`config.mk`:
```
export PLATFORM = sky130hd
export DESIGN_NAME = pwed_top
export DESIGN_NICKNAME = d
export VERILOG_FILES = /design/src/pwed_pkg.sv /design/src/pwed_magic.sv /design/src/pwed_top.sv
export SDC_FILE = /design/constraint.sdc
export NUM_CORES = 1
export LEC_CHECK = 0
export BUFFER_PORTS_ARGS = -buffer_cell sky130_fd_sc_hd__buf_2
export CAP_MARGIN = 0
export CORE_UTILIZATION = 61
export CTS_CLUSTER_DIAMETER = 30
export DETAILED_ROUTE_END_ITERATION = 7
export GPL_TIMING_DRIVEN = 0
export PLACE_DENSITY = 0.9
export SETUP_SLACK_MARGIN = 0.15
export SLEW_MARGIN = 15
export SYNTH_ARGS = -nofsm -noshare
export SYNTH_HDL_FRONTEND = slang
export SYNTH_SLANG_ARGS = --single-unit
```
`constraint.sdc`:
```
create_clock -name ref_clk_i -period 3.4 [get_ports ref_clk_i]
set_clock_uncertainty 0.2 [all_clocks]
set_input_delay 0.51 -clock ref_clk_i [delete_from_list [all_inputs] [get_ports ref_clk_i]]
set_output_delay 0.51 -clock ref_clk_i [all_outputs]
set_load 0.005 [all_outputs]
```
`src/pwed_pkg.sv`:
```
// constants, register map and states of the wake and energy-detect block
package pwed_pkg;
  localparam int ADDR_W = 4;
  localparam int DATA_W = 16;
  localparam logic [3:0] MODE_OFS = 4'h0;
  localparam logic [3:0] NLP_OFS = 4'h1;
  localparam logic [3:0] IMASK_OFS = 4'h2;
  localparam logic [3:0] ISRC_OFS = 4'h3;
  localparam logic [3:0] WCSR_OFS = 4'h4;
  localparam logic [3:0] MISC_OFS = 4'h5;
  localparam logic [3:0] ADDRA_OFS = 4'h6;
  localparam logic [3:0] ADDRB_OFS = 4'h7;
  localparam logic [3:0] ADDRC_OFS = 4'h8;
  // mode register
  localparam int MODE_ENERGY_DETECT_POWER_DOWN_BIT = 0;
  localparam int MODE_ENERGY_BIT = 1;
  // nlp register fields
  localparam int NLP_TXEN_BIT = 0;
  localparam int NLP_TXSEL_LSB = 1;
  localparam int NLP_SINGLE_BIT = 3;
  localparam int NLP_RXSEL_LSB = 4;
  // interrupt mask and source bits
  localparam int IRQ_ENERGY_BIT = 7;
  localparam int IRQ_WAKE_BIT = 8;
  // wake control/status fields
  localparam int WCSR_EN_LSB = 0;
  localparam int WCSR_RCV_LSB = 4;
  localparam int WCSR_SELFCLR_BIT = 8;
  localparam int WCSR_CFGD_BIT = 9;
  localparam int WCSR_IND1_LSB = 10;
  localparam int WCSR_IND2_LSB = 12;
  localparam logic [1:0] IND_LINK_ACT = 2'h0;
  localparam logic [1:0] IND_IRQ = 2'h1;
  localparam logic [1:0] IND_PME = 2'h2;
  localparam logic [1:0] IND_LINK_SPD = 2'h3;
  localparam logic [15:0] MISC_RESET = 16'h0064;
  // time base
  localparam int CLK_NS = 20;
  localparam int MS_NS = 1000000;
  localparam int CYC_PER_MS = (MS_NS + CLK_NS - 1) / CLK_NS;
  // pulse intervals in ms, indexed by select field
  localparam logic [9:0] TX_IVL_0 = 10'd1000;
  localparam logic [9:0] TX_IVL_1 = 10'd768;
  localparam logic [9:0] TX_IVL_2 = 10'd512;
  localparam logic [9:0] TX_IVL_3 = 10'd256;
  localparam logic [9:0] RX_IVL_0 = 10'd64;
  localparam logic [9:0] RX_IVL_1 = 10'd256;
  localparam logic [9:0] RX_IVL_2 = 10'd512;
  localparam logic [9:0] RX_IVL_3 = 10'd1000;
  // magic frame shape
  localparam logic [2:0] MAGIC_SYNC = 3'd6;
  localparam logic [2:0] MAGIC_LAST_COL = 3'd5;
  localparam logic [4:0] MAGIC_LAST_COPY = 5'd15;
  localparam logic [7:0] ALL_ONES = 8'hFF;
  typedef enum logic {PWED_ACTIVE, PWED_DOWN} pwed_state_type;
endpackage : pwed_pkg

```
`src/pwed_magic.sv`:
```
// magic wake frame scanner
`timescale 1ns/1ns
`default_nettype none
module pwed_magic (
  input wire logic ref_clk_i,
  input wire logic rst_n_i,
  input wire logic sof_i,
  input wire logic valid_i,
  input wire logic [7:0] data_i,
  input wire logic [47:0] addr_i,
  output logic found_o
);
  import pwed_pkg::*;
  typedef struct packed {
    logic [2:0] ffcnt;
    logic [2:0] col;
    logic [4:0] copies;
    logic found;
  } pwed_magic_type;
  pwed_magic_type r;
  pwed_magic_type next_r;
  always_comb begin
    logic [7:0] exp_byte;
    next_r = r;
    exp_byte = 8'h00;
    if (sof_i) begin
      next_r = '0;
    end
    exp_byte = addr_i[{next_r.col, 3'b000} +: 8];
    if (valid_i && !next_r.found) begin
      if (next_r.ffcnt == MAGIC_SYNC && data_i == exp_byte) begin
        if (next_r.col == MAGIC_LAST_COL) begin
          next_r.col = 3'd0;
          if (next_r.copies == MAGIC_LAST_COPY) begin
            next_r.found = 1'b1;
          end
          next_r.copies = next_r.copies + 5'd1;
        end else begin
          next_r.col = next_r.col + 3'd1;
        end
      end else if (data_i == ALL_ONES) begin
        if (next_r.col != 3'd0 || next_r.copies != 5'd0) begin
          next_r.ffcnt = 3'd1;
        end else if (next_r.ffcnt != MAGIC_SYNC) begin
          next_r.ffcnt = next_r.ffcnt + 3'd1;
        end
        next_r.col = 3'd0;
        next_r.copies = 5'd0;
      end else begin
        next_r.ffcnt = 3'd0;
        next_r.col = 3'd0;
        next_r.copies = 5'd0;
      end
    end
  end
  always_ff @(posedge ref_clk_i or negedge rst_n_i) begin
    if (!rst_n_i) begin
      r <= '0;
    end else begin
      r <= next_r;
    end
  end
  assign found_o = r.found;
endmodule : pwed_magic
`default_nettype wire

```
`src/pwed_top.sv`:
```
// energy-detect power-down and wake event logic with register port
//
// Implementation choices: the placing of the registers and the strobed register port.
`timescale 1ns/1ns
`default_nettype none
module pwed_top #(
  parameter int CYC_MS = pwed_pkg::CYC_PER_MS
) (
  input wire logic ref_clk_i,
  input wire logic rst_n_i,
  input wire logic sw_reset_i,
  input wire logic [pwed_pkg::ADDR_W-1:0] reg_addr_i,
  input wire logic [pwed_pkg::DATA_W-1:0] reg_wdata_i,
  input wire logic reg_wr_i,
  input wire logic reg_rd_i,
  output logic [pwed_pkg::DATA_W-1:0] reg_rdata_o,
  input wire logic line_energy_i,
  input wire logic nlp_rx_i,
  input wire logic pkt_energy_i,
  input wire logic ref_clk_out_mode_i,
  input wire logic rx_sof_i,
  input wire logic rx_valid_i,
  input wire logic [7:0] rx_data_i,
  input wire logic rx_eof_i,
  input wire logic rx_fcs_len_ok_i,
  input wire logic pattern_hit_i,
  input wire logic link_act_i,
  input wire logic link_speed_i,
  output logic power_down_o,
  output logic tx_enable_o,
  output logic nlp_tx_o,
  output logic ref_clock_out_en_o,
  output logic energy_present_flag_o,
  output logic interrupt_out_n_o,
  output logic power_event_out_n_o,
  output logic indicator_one_o,
  output logic indicator_two_o
);
  import pwed_pkg::*;

  typedef struct packed {
    pwed_state_type state;
    logic energy_detect_power_down_enable_bit;
    logic [5:0] nlp_cfg;
    logic mask_energy;
    logic mask_wake;
    logic src_energy;
    logic src_wake;
    logic [3:0] wake_en;
    logic [3:0] wake_rcv;
    logic self_clr;
    logic wake_cfgd;
    logic [1:0] ind1_sel;
    logic [1:0] ind2_sel;
    logic [15:0] misc_config_reg;
    logic [47:0] wake_addr;
    logic pme;
    logic [15:0] pme_cnt;
    logic [15:0] ms_div;
    logic [9:0] tx_cnt;
    logic nlp_tx;
    logic [9:0] rx_win;
    logic in_frame;
    logic [2:0] byte_cnt;
    logic da_eq;
    logic da_bc;
    logic [DATA_W-1:0] rdata;
  } pwed_regs_type;

  pwed_regs_type r;
  pwed_regs_type next_r;
  logic magic_found;
  logic ms_tick;
  logic irq_any;

  function automatic logic [9:0] ivl_pick(input logic [1:0] sel, input logic is_tx);
    logic [9:0] v;
    v = 10'd0;
    case (sel)
      2'd0: v = is_tx ? TX_IVL_0 : RX_IVL_0;
      2'd1: v = is_tx ? TX_IVL_1 : RX_IVL_1;
      2'd2: v = is_tx ? TX_IVL_2 : RX_IVL_2;
      default: v = is_tx ? TX_IVL_3 : RX_IVL_3;
    endcase
    return v;
  endfunction : ivl_pick

  function automatic logic ind_pick(input logic [1:0] sel, input logic act, input logic spd,
                                    input logic irq_n, input logic pme_n);
    logic v;
    v = act;
    case (sel)
      IND_LINK_ACT: v = act;
      IND_IRQ: v = irq_n;
      IND_PME: v = pme_n;
      default: v = spd;
    endcase
    return v;
  endfunction : ind_pick

  // frames only reach the scanner while the core is up
  pwed_magic u_magic (
    .ref_clk_i(ref_clk_i),
    .rst_n_i(rst_n_i),
    .sof_i(rx_sof_i),
    .valid_i(rx_valid_i && r.state == PWED_ACTIVE),
    .data_i(rx_data_i),
    .addr_i(r.wake_addr),
    .found_o(magic_found)
  );

  assign ms_tick = (r.ms_div == 16'(CYC_MS - 1));

  always_comb begin
    logic [3:0] hits;
    logic wake_nlp;
    logic pme_on;
    logic [3:0] rcv_clr;
    logic [2:0] cnt;
    logic eq;
    logic bc;
    next_r = r;
    hits = 4'h0;
    wake_nlp = 1'b0;
    pme_on = 1'b0;
    rcv_clr = 4'h0;
    cnt = 3'd0;
    eq = 1'b0;
    bc = 1'b0;
    next_r.nlp_tx = 1'b0;
    next_r.rdata = '0;
    next_r.ms_div = ms_tick ? 16'h0000 : r.ms_div + 16'h0001;

    // register writes
    if (reg_wr_i) begin
      case (reg_addr_i)
        MODE_OFS: next_r.energy_detect_power_down_enable_bit = reg_wdata_i[MODE_ENERGY_DETECT_POWER_DOWN_BIT];
        NLP_OFS: next_r.nlp_cfg = reg_wdata_i[5:0];
        IMASK_OFS: begin
          next_r.mask_energy = reg_wdata_i[IRQ_ENERGY_BIT];
          next_r.mask_wake = reg_wdata_i[IRQ_WAKE_BIT];
        end
        WCSR_OFS: begin
          next_r.wake_en = reg_wdata_i[WCSR_EN_LSB +: 4];
          rcv_clr = reg_wdata_i[WCSR_RCV_LSB +: 4];
          next_r.self_clr = reg_wdata_i[WCSR_SELFCLR_BIT];
          next_r.wake_cfgd = reg_wdata_i[WCSR_CFGD_BIT];
          next_r.ind1_sel = reg_wdata_i[WCSR_IND1_LSB +: 2];
          next_r.ind2_sel = reg_wdata_i[WCSR_IND2_LSB +: 2];
        end
        MISC_OFS: next_r.misc_config_reg = reg_wdata_i;
        ADDRA_OFS: next_r.wake_addr[15:0] = reg_wdata_i;
        ADDRB_OFS: next_r.wake_addr[31:16] = reg_wdata_i;
        ADDRC_OFS: next_r.wake_addr[47:32] = reg_wdata_i;
        default: ;
      endcase
    end
    next_r.wake_rcv = r.wake_rcv & ~rcv_clr;

    // register reads, source flags clear on read
    if (reg_rd_i) begin
      case (reg_addr_i)
        MODE_OFS: begin
          next_r.rdata[MODE_ENERGY_DETECT_POWER_DOWN_BIT] = r.energy_detect_power_down_enable_bit;
          next_r.rdata[MODE_ENERGY_BIT] = (r.state == PWED_ACTIVE);
        end
        NLP_OFS: next_r.rdata[5:0] = r.nlp_cfg;
        IMASK_OFS: begin
          next_r.rdata[IRQ_ENERGY_BIT] = r.mask_energy;
          next_r.rdata[IRQ_WAKE_BIT] = r.mask_wake;
        end
        ISRC_OFS: begin
          next_r.rdata[IRQ_ENERGY_BIT] = r.src_energy;
          next_r.rdata[IRQ_WAKE_BIT] = r.src_wake;
          next_r.src_energy = 1'b0;
          next_r.src_wake = 1'b0;
        end
        WCSR_OFS: begin
          next_r.rdata[WCSR_EN_LSB +: 4] = r.wake_en;
          next_r.rdata[WCSR_RCV_LSB +: 4] = r.wake_rcv;
          next_r.rdata[WCSR_SELFCLR_BIT] = r.self_clr;
          next_r.rdata[WCSR_CFGD_BIT] = r.wake_cfgd;
          next_r.rdata[WCSR_IND1_LSB +: 2] = r.ind1_sel;
          next_r.rdata[WCSR_IND2_LSB +: 2] = r.ind2_sel;
        end
        MISC_OFS: next_r.rdata = r.misc_config_reg;
        ADDRA_OFS: next_r.rdata = r.wake_addr[15:0];
        ADDRB_OFS: next_r.rdata = r.wake_addr[31:16];
        ADDRC_OFS: next_r.rdata = r.wake_addr[47:32];
        default: ;
      endcase
    end

    if (sw_reset_i) begin
      next_r.energy_detect_power_down_enable_bit = 1'b0;
      next_r.nlp_cfg = '0;
      next_r.mask_energy = 1'b0;
      next_r.mask_wake = 1'b0;
    end

    // receive window for the second pulse
    if (r.rx_win != 10'd0 && ms_tick) begin
      next_r.rx_win = r.rx_win - 10'd1;
    end
    if (nlp_rx_i) begin
      next_r.rx_win = ivl_pick(r.nlp_cfg[NLP_RXSEL_LSB +: 2], 1'b0);
    end
    wake_nlp = nlp_rx_i && (r.nlp_cfg[NLP_SINGLE_BIT] || r.rx_win != 10'd0);

    case (r.state)
      PWED_ACTIVE: begin
        next_r.tx_cnt = 10'd0;
        // idle line powers down; stays up when disabled
        if (r.energy_detect_power_down_enable_bit && !line_energy_i) begin
          next_r.state = PWED_DOWN;
          next_r.rx_win = 10'd0;
        end
      end
      PWED_DOWN: begin
        if (r.nlp_cfg[NLP_TXEN_BIT] && ms_tick) begin
          if (r.tx_cnt == 10'd0) begin
            next_r.nlp_tx = 1'b1;
            next_r.tx_cnt = ivl_pick(r.nlp_cfg[NLP_TXSEL_LSB +: 2], 1'b1);
          end else begin
            next_r.tx_cnt = r.tx_cnt - 10'd1;
          end
        end
        if (!r.energy_detect_power_down_enable_bit) begin
          next_r.state = PWED_ACTIVE;
        end else if (pkt_energy_i || wake_nlp) begin
          next_r.state = PWED_ACTIVE;
          next_r.src_energy = 1'b1;
        end
      end
      default: next_r.state = PWED_ACTIVE;
    endcase

    // destination address compare, first byte rides with start
    cnt = rx_sof_i ? 3'd0 : r.byte_cnt;
    eq = rx_sof_i ? 1'b1 : r.da_eq;
    bc = rx_sof_i ? 1'b1 : r.da_bc;
    if (rx_sof_i) begin
      // frames starting while down are dropped
      next_r.in_frame = (r.state == PWED_ACTIVE);
    end
    if (rx_valid_i && cnt != 3'd6) begin
      eq = eq && (rx_data_i == r.wake_addr[{cnt, 3'b000} +: 8]);
      bc = bc && (rx_data_i == ALL_ONES);
      cnt = cnt + 3'd1;
    end
    next_r.byte_cnt = cnt;
    next_r.da_eq = eq;
    next_r.da_bc = bc;

    // each type gated by its enable
    if (rx_eof_i && rx_fcs_len_ok_i && r.in_frame && r.state == PWED_ACTIVE) begin
      hits = r.wake_en & {pattern_hit_i, magic_found,
                          r.da_bc && r.byte_cnt == 3'd6, r.da_eq && r.byte_cnt == 3'd6};
    end
    if (rx_eof_i) begin
      next_r.in_frame = 1'b0;
    end

    // received bits, set wins over clear
    next_r.wake_rcv = next_r.wake_rcv | hits;
    if (hits != 4'h0) begin
      // wake source flag, set wins over read
      next_r.src_wake = 1'b1;
    end

    pme_on = (r.ind1_sel == IND_PME) || (r.ind2_sel == IND_PME);
    if (r.pme && ms_tick && r.pme_cnt != 16'h0000) begin
      next_r.pme_cnt = r.pme_cnt - 16'h0001;
    end
    if (r.pme && r.self_clr && ms_tick && r.pme_cnt == 16'h0000) begin
      next_r.pme = 1'b0;
    end
    if (next_r.wake_rcv == 4'h0) begin
      next_r.pme = 1'b0;
    end
    if (hits != 4'h0 && pme_on) begin
      next_r.pme = 1'b1;
      next_r.pme_cnt = r.misc_config_reg;
    end
  end

  always_ff @(posedge ref_clk_i or negedge rst_n_i) begin
    if (!rst_n_i) begin
      r <= '{state: PWED_ACTIVE, misc_config_reg: MISC_RESET, default: '0};
    end else begin
      r <= next_r;
    end
  end

  assign irq_any = (r.src_energy && r.mask_energy) || (r.src_wake && r.mask_wake);
  assign interrupt_out_n_o = !irq_any;
  assign power_event_out_n_o = !r.pme;
  assign reg_rdata_o = r.rdata;
  assign power_down_o = (r.state == PWED_DOWN);
  assign tx_enable_o = (r.state == PWED_ACTIVE);
  assign energy_present_flag_o = (r.state == PWED_ACTIVE);
  assign nlp_tx_o = r.nlp_tx;
  assign ref_clock_out_en_o = ref_clk_out_mode_i && (r.state == PWED_ACTIVE);
  assign indicator_one_o = ind_pick(r.ind1_sel, link_act_i, link_speed_i, !irq_any, !r.pme);
  assign indicator_two_o = ind_pick(r.ind2_sel, link_act_i, link_speed_i, !irq_any, !r.pme);
endmodule : pwed_top
`default_nettype wire

```
**Word level (Yosys, flattened, before mapping)**

Index checks and enable logic that the tools add are counted.

- Bits of input ports: 44
- Output and inout port bits: 25
- Register bits after elaboration: 178
- Word-level logic and storage cells: 200

- Equality and inequality tests: 27
- Add/sub/neg operators: 8
- Mux-type cells: 62
- Reduce and logical (&&, ||, !) cells: 64
- Shift-type cells: 2
- Bitwise operators: 5

Operators by type and width:

| cell | number |
|---|---|
| $shiftx 48x7->8 | 2 |
| $pmux 10 s3 | 2 |
| $mux 10 | 5 |
| $mux 16 | 3 |
| $pmux 2 s7 | 2 |
| $pmux 5 s5 | 1 |
| $logic_and 1x1->1 | 24 |
| $mux 12 | 2 |
| $pmux 4 s6 | 1 |
| $mux 11 | 2 |
| $mux 1 | 20 |
| $pmux 10 s2 | 1 |
| $sub 10x1->10 const B | 2 |
| $mux 3 | 6 |
| $mux 9 | 2 |
| $reduce_and 2->1 | 9 |
| $mux 17 | 1 |
| $add 16x1->16 const B | 1 |
| $eq 16x16->1 const B | 1 |
| $eq 4x3->1 const B | 4 |
| $eq 8x8->1 | 2 |
| $logic_not 16->1 | 1 |
| $reduce_bool 16->1 | 1 |
| $reduce_bool 2->1 | 8 |
| 34 further kinds | 65 |

**Longest topological paths before layout**

Gate-level depths: netlist of the first run.

- Depth in word-level cells: 9
- Gate-level depth with buffers: 13
- Depth with buffers taken out: 9

**Cells and area by module**

From an unflattened synthesis of the first run, not the netlist that was laid out.

- Cell total of the unflattened synthesis: 971
- Area total of the unflattened synthesis: 9,925.8 sq um

By module, submodules not included:

| module | cells an instance | instances | sequential area each (sq um) | area an instance (sq um) |
|---|---|---|---|---|
| pwed_top | 776 | 1 | 4,157.7 | 8,410.6 |
| pwed_magic | 195 | 1 | 300.3 | 1,515.2 |

**Worst setup path before layout of the first run**

OpenSTA, ideal clock, no wires.

- Path type: input-to-reg
- From: input rx_sof_i
- To: register u_magic.r[10] in the netlist's numbering
- Stages on the path: 13
- Arrival: 3.369 ns
- Required time: 3.075 ns
- Setup time: 0.125 ns
- Path slack: -0.294 ns
- Buffers on the path: 5
- Cell sequence: buf_6 clkbuf_1 clkbuf_1 clkbuf_1 clkbuf_1 nand2b_1 ha_1 o311ai_0 nor3_1 nand4_1 nor4b_4 a21oi_2 mux2_4

RTL lines:

| what | RTL line | RTL |
|---|---|---|
| from (decl) | pwed_top.sv:21 | `input wire logic rx_sof_i,` |
| to (signal assigned) | pwed_magic.sv:60 | `r <= next_r;` |
| to (decl) | pwed_magic.sv:20 | `pwed_magic_type r;` |

==> impl_metrics.env, run 1 <==
export IMPL_critPathSlowestCell="o31ai_1"
export IMPL_drive_gt1_share_pct=21.8
export IMPL_async_flop_share_pct=100
export IMPL_slew_headroom_pct=30.4
export IMPL_grt_max_degree=103
export IMPL_core_sq_um=15400
export IMPL_fmaxAchievable_ghz=0.317
export IMPL_hold_violations=0
export IMPL_crit_start="rx_sof_i"
export IMPL_worst_slew_pin_slew_ns=1.03
export IMPL_drt_iter0_drc=939
export IMPL_die_w_um=129
export IMPL_post_place_ws_ns=-0.462
export IMPL_grt_setup_unrepaired="false"
export IMPL_grt_pass1_vias=8238
export IMPL_clk_pin_slew_ns=0.07
export IMPL_fin_crit_ns=3.16
export IMPL_setup_slack_ns=0.241
export IMPL_synth_edff_count=0
export IMPL_arrival_ns=3.28
export IMPL_cts_tree="built"
export IMPL_crit_type="primary input to register"
export IMPL_num_nets_final=1110
export IMPL_die_area_sq_um=16600
export IMPL_wl_per_cell_um=21.5
export IMPL_finalNonFillerCells=1276
export IMPL_wl_mm=27.4
export IMPL_grt_remaining_overflow=0
export IMPL_syn_area_sq_um=9800
export IMPL_finalCritPeriodShare_pct=92.9
export IMPL_synthFlopType="dfrtp_1"
export IMPL_ant_nets=0
export IMPL_total_power_mw=5.58
export IMPL_endpoint_kind="register"
export IMPL_yosysUniqueCellTypes=75
export IMPL_multi_input_area_sq_um=4940
export IMPL_clk_path_buf_depth=2
export IMPL_vias=8488
export IMPL_synth_seq_area_share_pct=45.5
export IMPL_placedCellCount=1239
export IMPL_ys_seq_elements=178
export IMPL_vias_per_cell=6.65
export IMPL_fill_cells=1087
export IMPL_start_kind="primary input"
export IMPL_antenna_found_initial=0
export IMPL_std_cell_rows=45
export IMPL_worstHoldStart="rx_eof_i"
export IMPL_dp_hpwl_mm=19.4
export IMPL_gp_congestion=0.967
export IMPL_p_leak_nw=4.75
export IMPL_cts_inserted_buffers=17
export IMPL_clk_latency_ns=0.43
export IMPL_cp_required_ns=3.52
export IMPL_final_seq_area_sq_um=4460
export IMPL_areaGrowthSynthToFinish_pct=13.0
export IMPL_clk_root_buffer_cell="clkbuf_16"
export IMPL_syn_inst=963
export IMPL_start_util_pct=63.5
export IMPL_ys_warnings_count=0
export IMPL_drc=0
export IMPL_r2r_start="r[33]$_DFFE_PN0P_"
export IMPL_hold_path_class="primary input to register"
export IMPL_ioPinCount=69
export IMPL_cp_max_fo=10
export IMPL_maxSlewViolCount=0
export IMPL_drv_cap=0
export IMPL_syn_area_per_cell_sq_um=10.2
export IMPL_port_buffers=64
export IMPL_die_y_um=129
export IMPL_syn_num_nets=1021
export IMPL_outcome="finished clean"
export IMPL_grt_pass1_wl_mm=43.8
export IMPL_powerDensity_nw_per_um2=504
export IMPL_ir_drop_mv=0.445
export IMPL_htree_levels=4
export IMPL_antennaDiodeCount=0
export IMPL_path_cells="buf_6 -> clkbuf_4 -> clkbuf_8 -> clkbuf_8 -> buf_4 -> nand2b_1 -> ha_2 -> o311ai_0 -> nor3_1 -> nand4_1 -> nor4b_4 -> buf_4 -> nand2_1 -> o31ai_1"
export IMPL_first_pass_iters=7
export IMPL_grtUsageTotal_pct=35.0
export IMPL_cts_sinks=178
export IMPL_slowest_delay_ns=0.34
export IMPL_final_setup_viol_count=0
[logic make-up (layout without fill, tap and decap cells)]
group | count (synthesis) | after routing | synth area share (%)
compound gates | 210 | 210 | 14.2
xor+xnor | 43 | 43 | 3.84
fa+ha+maj | 14 | 14 | 1.79
buf+inv | 93 | 195 | 4.40
flops | 178 | 178 | 45.5
mux | 123 | 123 | 13.9
simple gates | 302 | 302 | 16.3
[metal layers]
metal	track usage [%]	share of wire, %	vias up
met5	0	0	-
met3	7.86	10	91
met4	16.4	4.0	0
li1	-	-	3688
met2	53.5	46	524
met1	47.9	40	4185
[flip-flops by register name, indices dropped and copies added, names as in the netlist]
signal           cells
u_magic.found_o      1
u_magic.r           11
r                  148
reg_rdata_o         16
nlp_tx_o             1
power_down_o         1
[synthesized netlist by cell type, types with 11 or more instances]
cell | instances | area, sq um
xnor2_1 | 18 | 158
xor2_1 | 25 | 219
dfrtp_1 | 175 | 4380
mux2_2 | 82 | 923
buf_4 | 19 | 143
nor4_1 | 12 | 75.1
a31oi_1 | 11 | 68.8
inv_1 | 30 | 113
clkbuf_1 | 38 | 143
ha_1 | 14 | 175
a21oi_1 | 55 | 275
a22oi_1 | 27 | 203
nor2b_1 | 15 | 93.8
nor3_1 | 25 | 125
mux2i_1 | 38 | 380
nand2b_1 | 18 | 113
a222oi_1 | 12 | 120
nand2_1 | 76 | 285
o21ai_0 | 41 | 205
nor2_1 | 64 | 240
nand3_1 | 30 | 150
[power breakdown]
part | switching, mW | internal, mW | leakage [nW]
registers | 0.372 | 2.41 | 2.27
clock network | 0.820 | 1.05 | 0.269
logic | 0.467 | 0.460 | 2.21
total | 1.66 | 3.92 | 4.75
[path summary, 6_finish.rpt]
check                                       endpoint  slack [ns]  cells after the start
setup / recovery           u_magic.found_o$_DFF_PN0_        0.24                     14
hold / removal                     r[21]$_DFFE_PN0P_        0.04                      2
setup reg to reg                   r[36]$_DFFE_PN0P_        0.24                     10
hold reg to reg                    r[36]$_DFFE_PN0P_        0.29                      1
max in group asynchronous          r[95]$_DFFE_PN0P_        1.63                      3
min in group asynchronous         r[106]$_DFFE_PN0P_        0.45                      2
[per-stage QoR]
step / hold slack, ns / util, % / instance area [sq um] / TNS, ns
floorplan: 0.0144 / - / 9830 / 0
global placement: 0.277 / 67.5 / 10400 / -198.32
detailed placement: 0.281 / 67.7 / 10400 / -3.66
CTS: 0.0319 / 71.5 / 11000 / 0
global route: 0.0327 / 71.8 / 11100 / 0
finish: 0.0404 / 71.8 / 11100 / 0
[final cells by class]
type,count,share of cell area (%)
Clock buffer,24,4.26
Inverter,31,1.05
Multi-Input combinational cell,692,44.6
Buffer,62,3.11
Clock inverter,8,0.712
Sequential cell,178,40.3
Timing Repair Buffer,70,3.59
Tap cell,211,2.38
[critical path: cells and delay by family]
family | cells | cell delay [ns]
buf+inv | 6 | 1.10
compound gates | 2 | 0.53
simple gates | 5 | 0.89
fa+ha+maj | 1 | 0.23
[repair_timing]
action / in CTS / in global routing
gates resized for setup: 0 / 14
setup endpoints to repair: 7 / 28
endpoints found under the hold margin: 75 / 0
pin swaps: 2 / 4
buffers inserted: 3 / 1
hold buffers: 1 / 0
[cell usage in the layout, fill, tap and decap left out, types with 15 or more instances in the layout]
cell type  instances
mux2i_1           38
a22oi_1           27
inv_1             30
nand2_1           76
buf_4             24
nor2b_1           15
clkbuf_16         17
dfrtp_1          175
mux2_2            82
xor2_1            25
a21oi_1           55
o21ai_0           38
nand3_1           30
clkbuf_1          38
xnor2_1           18
nor2_1            64
nand2b_1          18
buf_2             67
nor3_1            25
(Power assumes the default switching activity.)
==> inputs of run 2 (changes only) <==
BUFFER_PORTS_ARGS = default   (was -buffer_cell sky130_fd_sc_hd__buf_2)
DONT_BUFFER_PORTS = 1   (was default)
GPL_TIMING_DRIVEN = default   (was 0)
PLACE_DENSITY = 0.87   (was 0.9)
==> run 2 against run 1 <==
- the run now ends with negative hold slack left
- design area fell by 4.8%
- sequential share of layout area up 2.0 points
- register-to-register slack better by 0.08 ns
- core utilization is 3.4 points lower
- critical path depth is 6 lower
- global-route usage fell by 2.3 points
- worst setup slack better by 0.078 ns
- fmax increased by 2.5%
- largest cell class unchanged
- hold slack got worse by 0.48 ns
- critical endpoint is now u_magic.r[10]$_DFF_PN0_
- count of clock-buffer cells in the layout decreased by 7
- sequential cell count stayed put
- via count fell by 8.4%
==> impl_metrics.env, run 2 (synthesis gave the netlist of run 1 again) <==
export IMPL_start_kind="register"
export IMPL_wl_mm=25.6
export IMPL_busiest_layer="met2"
export IMPL_first_pass_iters=6
export IMPL_hold_slack_ns=-0.435
export IMPL_r2r_start="u_magic.r[7]$_DFF_PN0_"
export IMPL_areaGrowthSynthToFinish_pct=7.57
export IMPL_violations="negative hold slack"
export IMPL_pwr_share_comb_pct=14.1
export IMPL_hold_path_class="primary input to asynchronous set/reset pin"
export IMPL_rr_worst_depth=8
export IMPL_final_common_cell="dfrtp_1"
export IMPL_htree_levels=4
export IMPL_die_w_um=129
export IMPL_tns_ns=0
export IMPL_cp_max_fo=14
export IMPL_holdBufCountCts=5
export IMPL_clk_root_buffer_cell="clkbuf_16"
export IMPL_die_y_um=129
export IMPL_std_cell_rows=45
export IMPL_r2r_end="u_magic.r[10]$_DFF_PN0_"
export IMPL_dp_hpwl_mm=17.9
export IMPL_clk_latency_ns=0.44
export IMPL_clk_path_buf_depth=2
export IMPL_switchingPower_mw=1.62
export IMPL_p_clk_share_pct=34.4
export IMPL_gp_congestion=0.963
export IMPL_grtUsageTotal_pct=32.7
export IMPL_outcome="finished with violations"
export IMPL_antenna_found_initial=0
export IMPL_antennaDiodeCount=0
export IMPL_powerDensity_nw_per_um2=513
export IMPL_largest_reg_flops=148
export IMPL_num_nets_final=1007
export IMPL_cts_sinks=178
export IMPL_fin_util_pct=68.3
export IMPL_pwr_share_seq_pct=51.5
export IMPL_grt_util_met2_pct=50.5
export IMPL_finalCritPeriodShare_pct=90.6
export IMPL_fmaxAchievable_ghz=0.325
export IMPL_vias_per_cell=6.62
export IMPL_drt_iter0_drc=866
export IMPL_cts_tree="built"
export IMPL_wl_per_cell_um=21.8
export IMPL_ioPinCount=69
export IMPL_reg2reg_slack_ns=0.32
export IMPL_start_util_pct=63.5
export IMPL_worst_slew_pin_slew_ns=1.07
export IMPL_crit_type="register to register"
export IMPL_top_register="r"
export IMPL_grt_remaining_overflow=0
export IMPL_clk_pin_slew_ns=0.07
export IMPL_slew_headroom_pct=28.1
export IMPL_grt_met3_usage_pct=8.98
export IMPL_grt_pass1_vias=7606
export IMPL_port_buffers=0
export IMPL_final_cell_mix="173 x dfrtp_1, 82 x mux2_2, 76 x nand2_1"
export IMPL_p_leak_nw=4.38
export IMPL_vias=7771
export IMPL_final_setup_viol_count=0
export IMPL_cp_required_ns=3.53
export IMPL_switching_share_pct=30.0
export IMPL_drc=0
export IMPL_grt_pass1_wl_mm=40.5
export IMPL_hold_violations=178
export IMPL_placedCellCount=1133
export IMPL_maxSlewViolCount=0
export IMPL_total_power_mw=5.41
export IMPL_grt_max_degree=179
export IMPL_arrival_ns=3.21
export IMPL_ant_nets=0
export IMPL_die_area_sq_um=16600
export IMPL_ir_drop_mv=0.535
export IMPL_cts_inserted_buffers=17
export IMPL_fin_crit_ns=3.08
export IMPL_drv_cap=0
export IMPL_finalNonFillerCells=1173
export IMPL_core_sq_um=15400
export IMPL_endpoint_kind="register"
export IMPL_intPower_mw=3.79
export IMPL_grtUsageMet1_pct=43.5
export IMPL_drive_gt1_share_pct=17.0
export IMPL_grt_setup_unrepaired="false"
## run 2: repair_timing
action / 4_1_cts / 5_1_grt
setup endpoints to repair: 0 / 11
resized for setup: 0 / 3
setup buffers: 0 / 3
hold endpoints to repair: 193 / 178
## run 2: worst max-delay path, stage by stage (launching register included)
cell	delay, ns
dfrtp_2	0.48
or3b_4	0.48
o21ai_1	0.19
nor3_1	0.06
or4_4	0.54
nor4b_4	0.44
buf_4	0.19
a21oi_2	0.07
mux2_4	0.32
## run 2: final cells by class
class	instances	area (sq um)
Fill cell	1171	4880
Tap cell	211	264
Timing Repair Buffer	29	230
Sequential cell	178	4460
Clock inverter	15	123
Inverter	31	116
Multi-Input combinational cell	692	4920
Clock buffer	17	425
## run 2: per-layer routing
layer	vias up	wire, um
li1	3493	-
met1	3770	10200
met2	430	12000
met3	78	2520
met4	0	906
met5	-	0
## run 2: power groups by stage
stage | Sequential, mW | Clock [mW] | Combinational [mW]
floorplan | 2.64 | 0 | 0.651
global placement | 2.79 | 0 | 0.711
detailed placement | 2.80 | 0 | 0.737
CTS | 2.77 | 1.87 | 0.754
global route | 2.81 | 1.95 | 0.833
finish | 2.79 | 1.86 | 0.762
## run 2: worst max path at each step
stage	startpoint	to	slack, ns	cells after the start
floorplan	rx_sof_i	u_magic.r[10]$_DFF_PN0_	0.17	13
global placement	r[33]$_DFFE_PN0P_	r[38]$_DFFE_PN0P_	0.35	9
detailed placement	r[33]$_DFFE_PN0P_	r[40]$_DFFE_PN0P_	0.21	9
CTS	r[33]$_DFFE_PN0P_	r[40]$_DFFE_PN0P_	0.22	9
global route	u_magic.r[8]$_DFF_PN0_	u_magic.r[10]$_DFF_PN0_	0.18	8
finish	u_magic.r[7]$_DFF_PN0_	u_magic.r[10]$_DFF_PN0_	0.32	8
## run 2: metrics by stage
stage	setup WS, ns	cell area (sq um)
after global routing	0.177	10500
after detailed placement	0.214	9910
after global placement	0.354	9910
final	0.319	10500
after CTS	0.220	10500
after floorplan	0.172	9830
==> inputs of run 3 (changes only) <==
==> constraint.sdc (replaced) <==
create_clock -name ref_clk_i -period 3.4 [get_ports ref_clk_i]
set_clock_uncertainty 0.2 [all_clocks]
set_input_delay 0.17 -clock ref_clk_i [delete_from_list [all_inputs] [get_ports ref_clk_i]]
set_output_delay 0.17 -clock ref_clk_i [all_outputs]
set_load 0.005 [all_outputs]
==> run 3 against run 2 <==
- the run still ends with negative hold slack left
- die area did not move
- non-clock buffer count grew 46
- global-route usage up 2.3 points
- critical path type unchanged
- critical endpoint is now r[17]$_DFF_PN0_
- largest power group unchanged
==> impl_metrics.env, run 3 (synthesis gave the netlist of run 1 again) <==
export IMPL_htree_levels=4
export IMPL_total_power_mw=5.54
export IMPL_clk_path_buf_depth=2
export IMPL_die_w_um=129
export IMPL_die_area_sq_um=16600
export IMPL_drt_iter0_drc=1054
export IMPL_port_buffers=0
export IMPL_clk_pin_slew_ns=0.07
export IMPL_ioPinCount=69
export IMPL_start_kind="register"
export IMPL_grt_pass1_vias=8095
export IMPL_drive_gt1_share_pct=16.0
export IMPL_die_y_um=129
export IMPL_tns_ns=0
export IMPL_p_leak_nw=4.58
export IMPL_cts_tree="built"
export IMPL_largest_reg_flops=148
export IMPL_finalNonFillerCells=1221
export IMPL_ant_nets=0
export IMPL_wl_per_cell_um=22.8
export IMPL_fill_cells=1033
export IMPL_post_place_ws_ns=0.106
export IMPL_grt_max_degree=179
export IMPL_final_setup_viol_count=0
export IMPL_setup_slack_ns=0.293
export IMPL_grt_remaining_overflow=0
export IMPL_grt_setup_unrepaired="false"
export IMPL_hold_slack_ns=-0.783
export IMPL_grtUsageTotal_pct=35.0
export IMPL_endpoint_kind="register"
export IMPL_num_nets_final=1053
export IMPL_final_common_cell="dfrtp_1"
export IMPL_grt_pass1_wl_mm=43.5
export IMPL_first_pass_iters=6
export IMPL_drv_cap=0
export IMPL_final_area_sq_um=11000
export IMPL_fmaxAchievable_ghz=0.322
export IMPL_std_cell_rows=45
export IMPL_gp_congestion=1.02
export IMPL_top_register="r"
export IMPL_areaGrowthSynthToFinish_pct=12.6
export IMPL_vias=8287
export IMPL_clk_latency_ns=0.45
export IMPL_dp_hpwl_mm=17.9
export IMPL_finalCritPeriodShare_pct=91.4
export IMPL_placed_area_sq_um=9900
export IMPL_vias_per_cell=6.79
export IMPL_cp_max_fo=21
export IMPL_slew_headroom_pct=18.8
export IMPL_clk_root_buffer_cell="clkbuf_16"
export IMPL_cts_inserted_buffers=17
export IMPL_start_util_pct=63.5
export IMPL_wl_mm=27.8
export IMPL_cts_sinks=178
export IMPL_outcome="finished with violations"
export IMPL_holdBufCountCts=53
export IMPL_violations="negative hold slack"
export IMPL_arrival_ns=3.29
export IMPL_core_sq_um=15400
export IMPL_antenna_found_initial=2
export IMPL_maxSlewViolCount=0
export IMPL_fin_crit_ns=3.11
export IMPL_hold_path_class="primary input to asynchronous set/reset pin"
export IMPL_worst_slew_pin_slew_ns=1.21
export IMPL_ir_drop_mv=0.420
export IMPL_hold_violations=178
export IMPL_placedCellCount=1131
export IMPL_fin_util_pct=71.5
export IMPL_powerDensity_nw_per_um2=502
export IMPL_final_cell_mix="174 x dfrtp_1, 82 x mux2_2, 76 x nand2_1"
export IMPL_crit_type="register to register"
export IMPL_drc=0
export IMPL_cp_required_ns=3.58
run 3: changes by cell type in the layout (fill, tap and decap cells not counted), moves of 2 or more:
cell           before  now
buf_4              24   22
clkbuf_8            0    4
clkinvlp_4          5    3
dlygate4sd3_1       5   53
diode_2             0    2
run 3: power breakdown:
group / internal, mW / total (mW) / switching (mW)
Clock: 1.03 / 1.91 / 0.886
Sequential: 2.41 / 2.80 / 0.391
Combinational: 0.453 / 0.830 / 0.376
Total: 3.89 / 5.54 / 1.65
run 3: per-layer routing:
| layer | wire (um) | track usage (%) | vias up |
|---|---|---|---|
| li1 | - | - | 3579 |
| met1 | 10600 | 44.6 | 3981 |
| met2 | 12800 | 54.2 | 581 |
| met3 | 2940 | 9.44 | 146 |
| met4 | 1400 | 19.9 | 0 |
| met5 | 0 | 0 | - |
run 3: final cells by class:
cell class | count | area, sq um | share of cell area [%]
clock inverter | 11 | 91.3 | 0.828
timing repair buffer | 75 | 696 | 6.30
multi-input combinational | 692 | 4920 | 44.6
antenna | 2 | 5.00 | 0.0454
sequential | 178 | 4460 | 40.4
clock buffer | 21 | 480 | 4.35
inverter | 31 | 116 | 1.05
tap | 211 | 264 | 2.39
run 3: final timing paths:
path                                        start                      to  slack [ns]  cells past startpoint
min in group ref_clk_i                   rx_sof_i  u_magic.r[9]$_DFF_PN0_        0.01                      3
worst max register to register    r[18]$_DFF_PN0_         r[17]$_DFF_PN0_        0.29                      9
worst min register to register  r[36]$_DFFE_PN0P_       r[36]$_DFFE_PN0P_        0.30                      1
max in group asynchronous                 rst_n_i      r[126]$_DFFE_PN1P_        3.37                      0
worst max-delay path              r[18]$_DFF_PN0_         r[17]$_DFF_PN0_        0.29                      9
worst min-delay path                      rst_n_i  u_magic.r[9]$_DFF_PN0_       -0.78                      0
run 3: timing repair:
action	4_1_cts	5_1_grt
hold endpoints to repair	306	178
buffers inserted	0	3
setup endpoints to repair	3	12
pin swaps	0	2
gates resized for setup	1	1
run 3: critical path, cell delays in order, from the launching register on:
cell and delay [ns]:
dfrtp_1 0.34, buf_4 0.28, nor2b_1 0.53, mux2i_1 0.26, nand2_1 0.07, a21oi_1 0.16
xor2_1 0.20, nand3_1 0.10, o32ai_1 0.29, dlygate4sd3_1 0.60
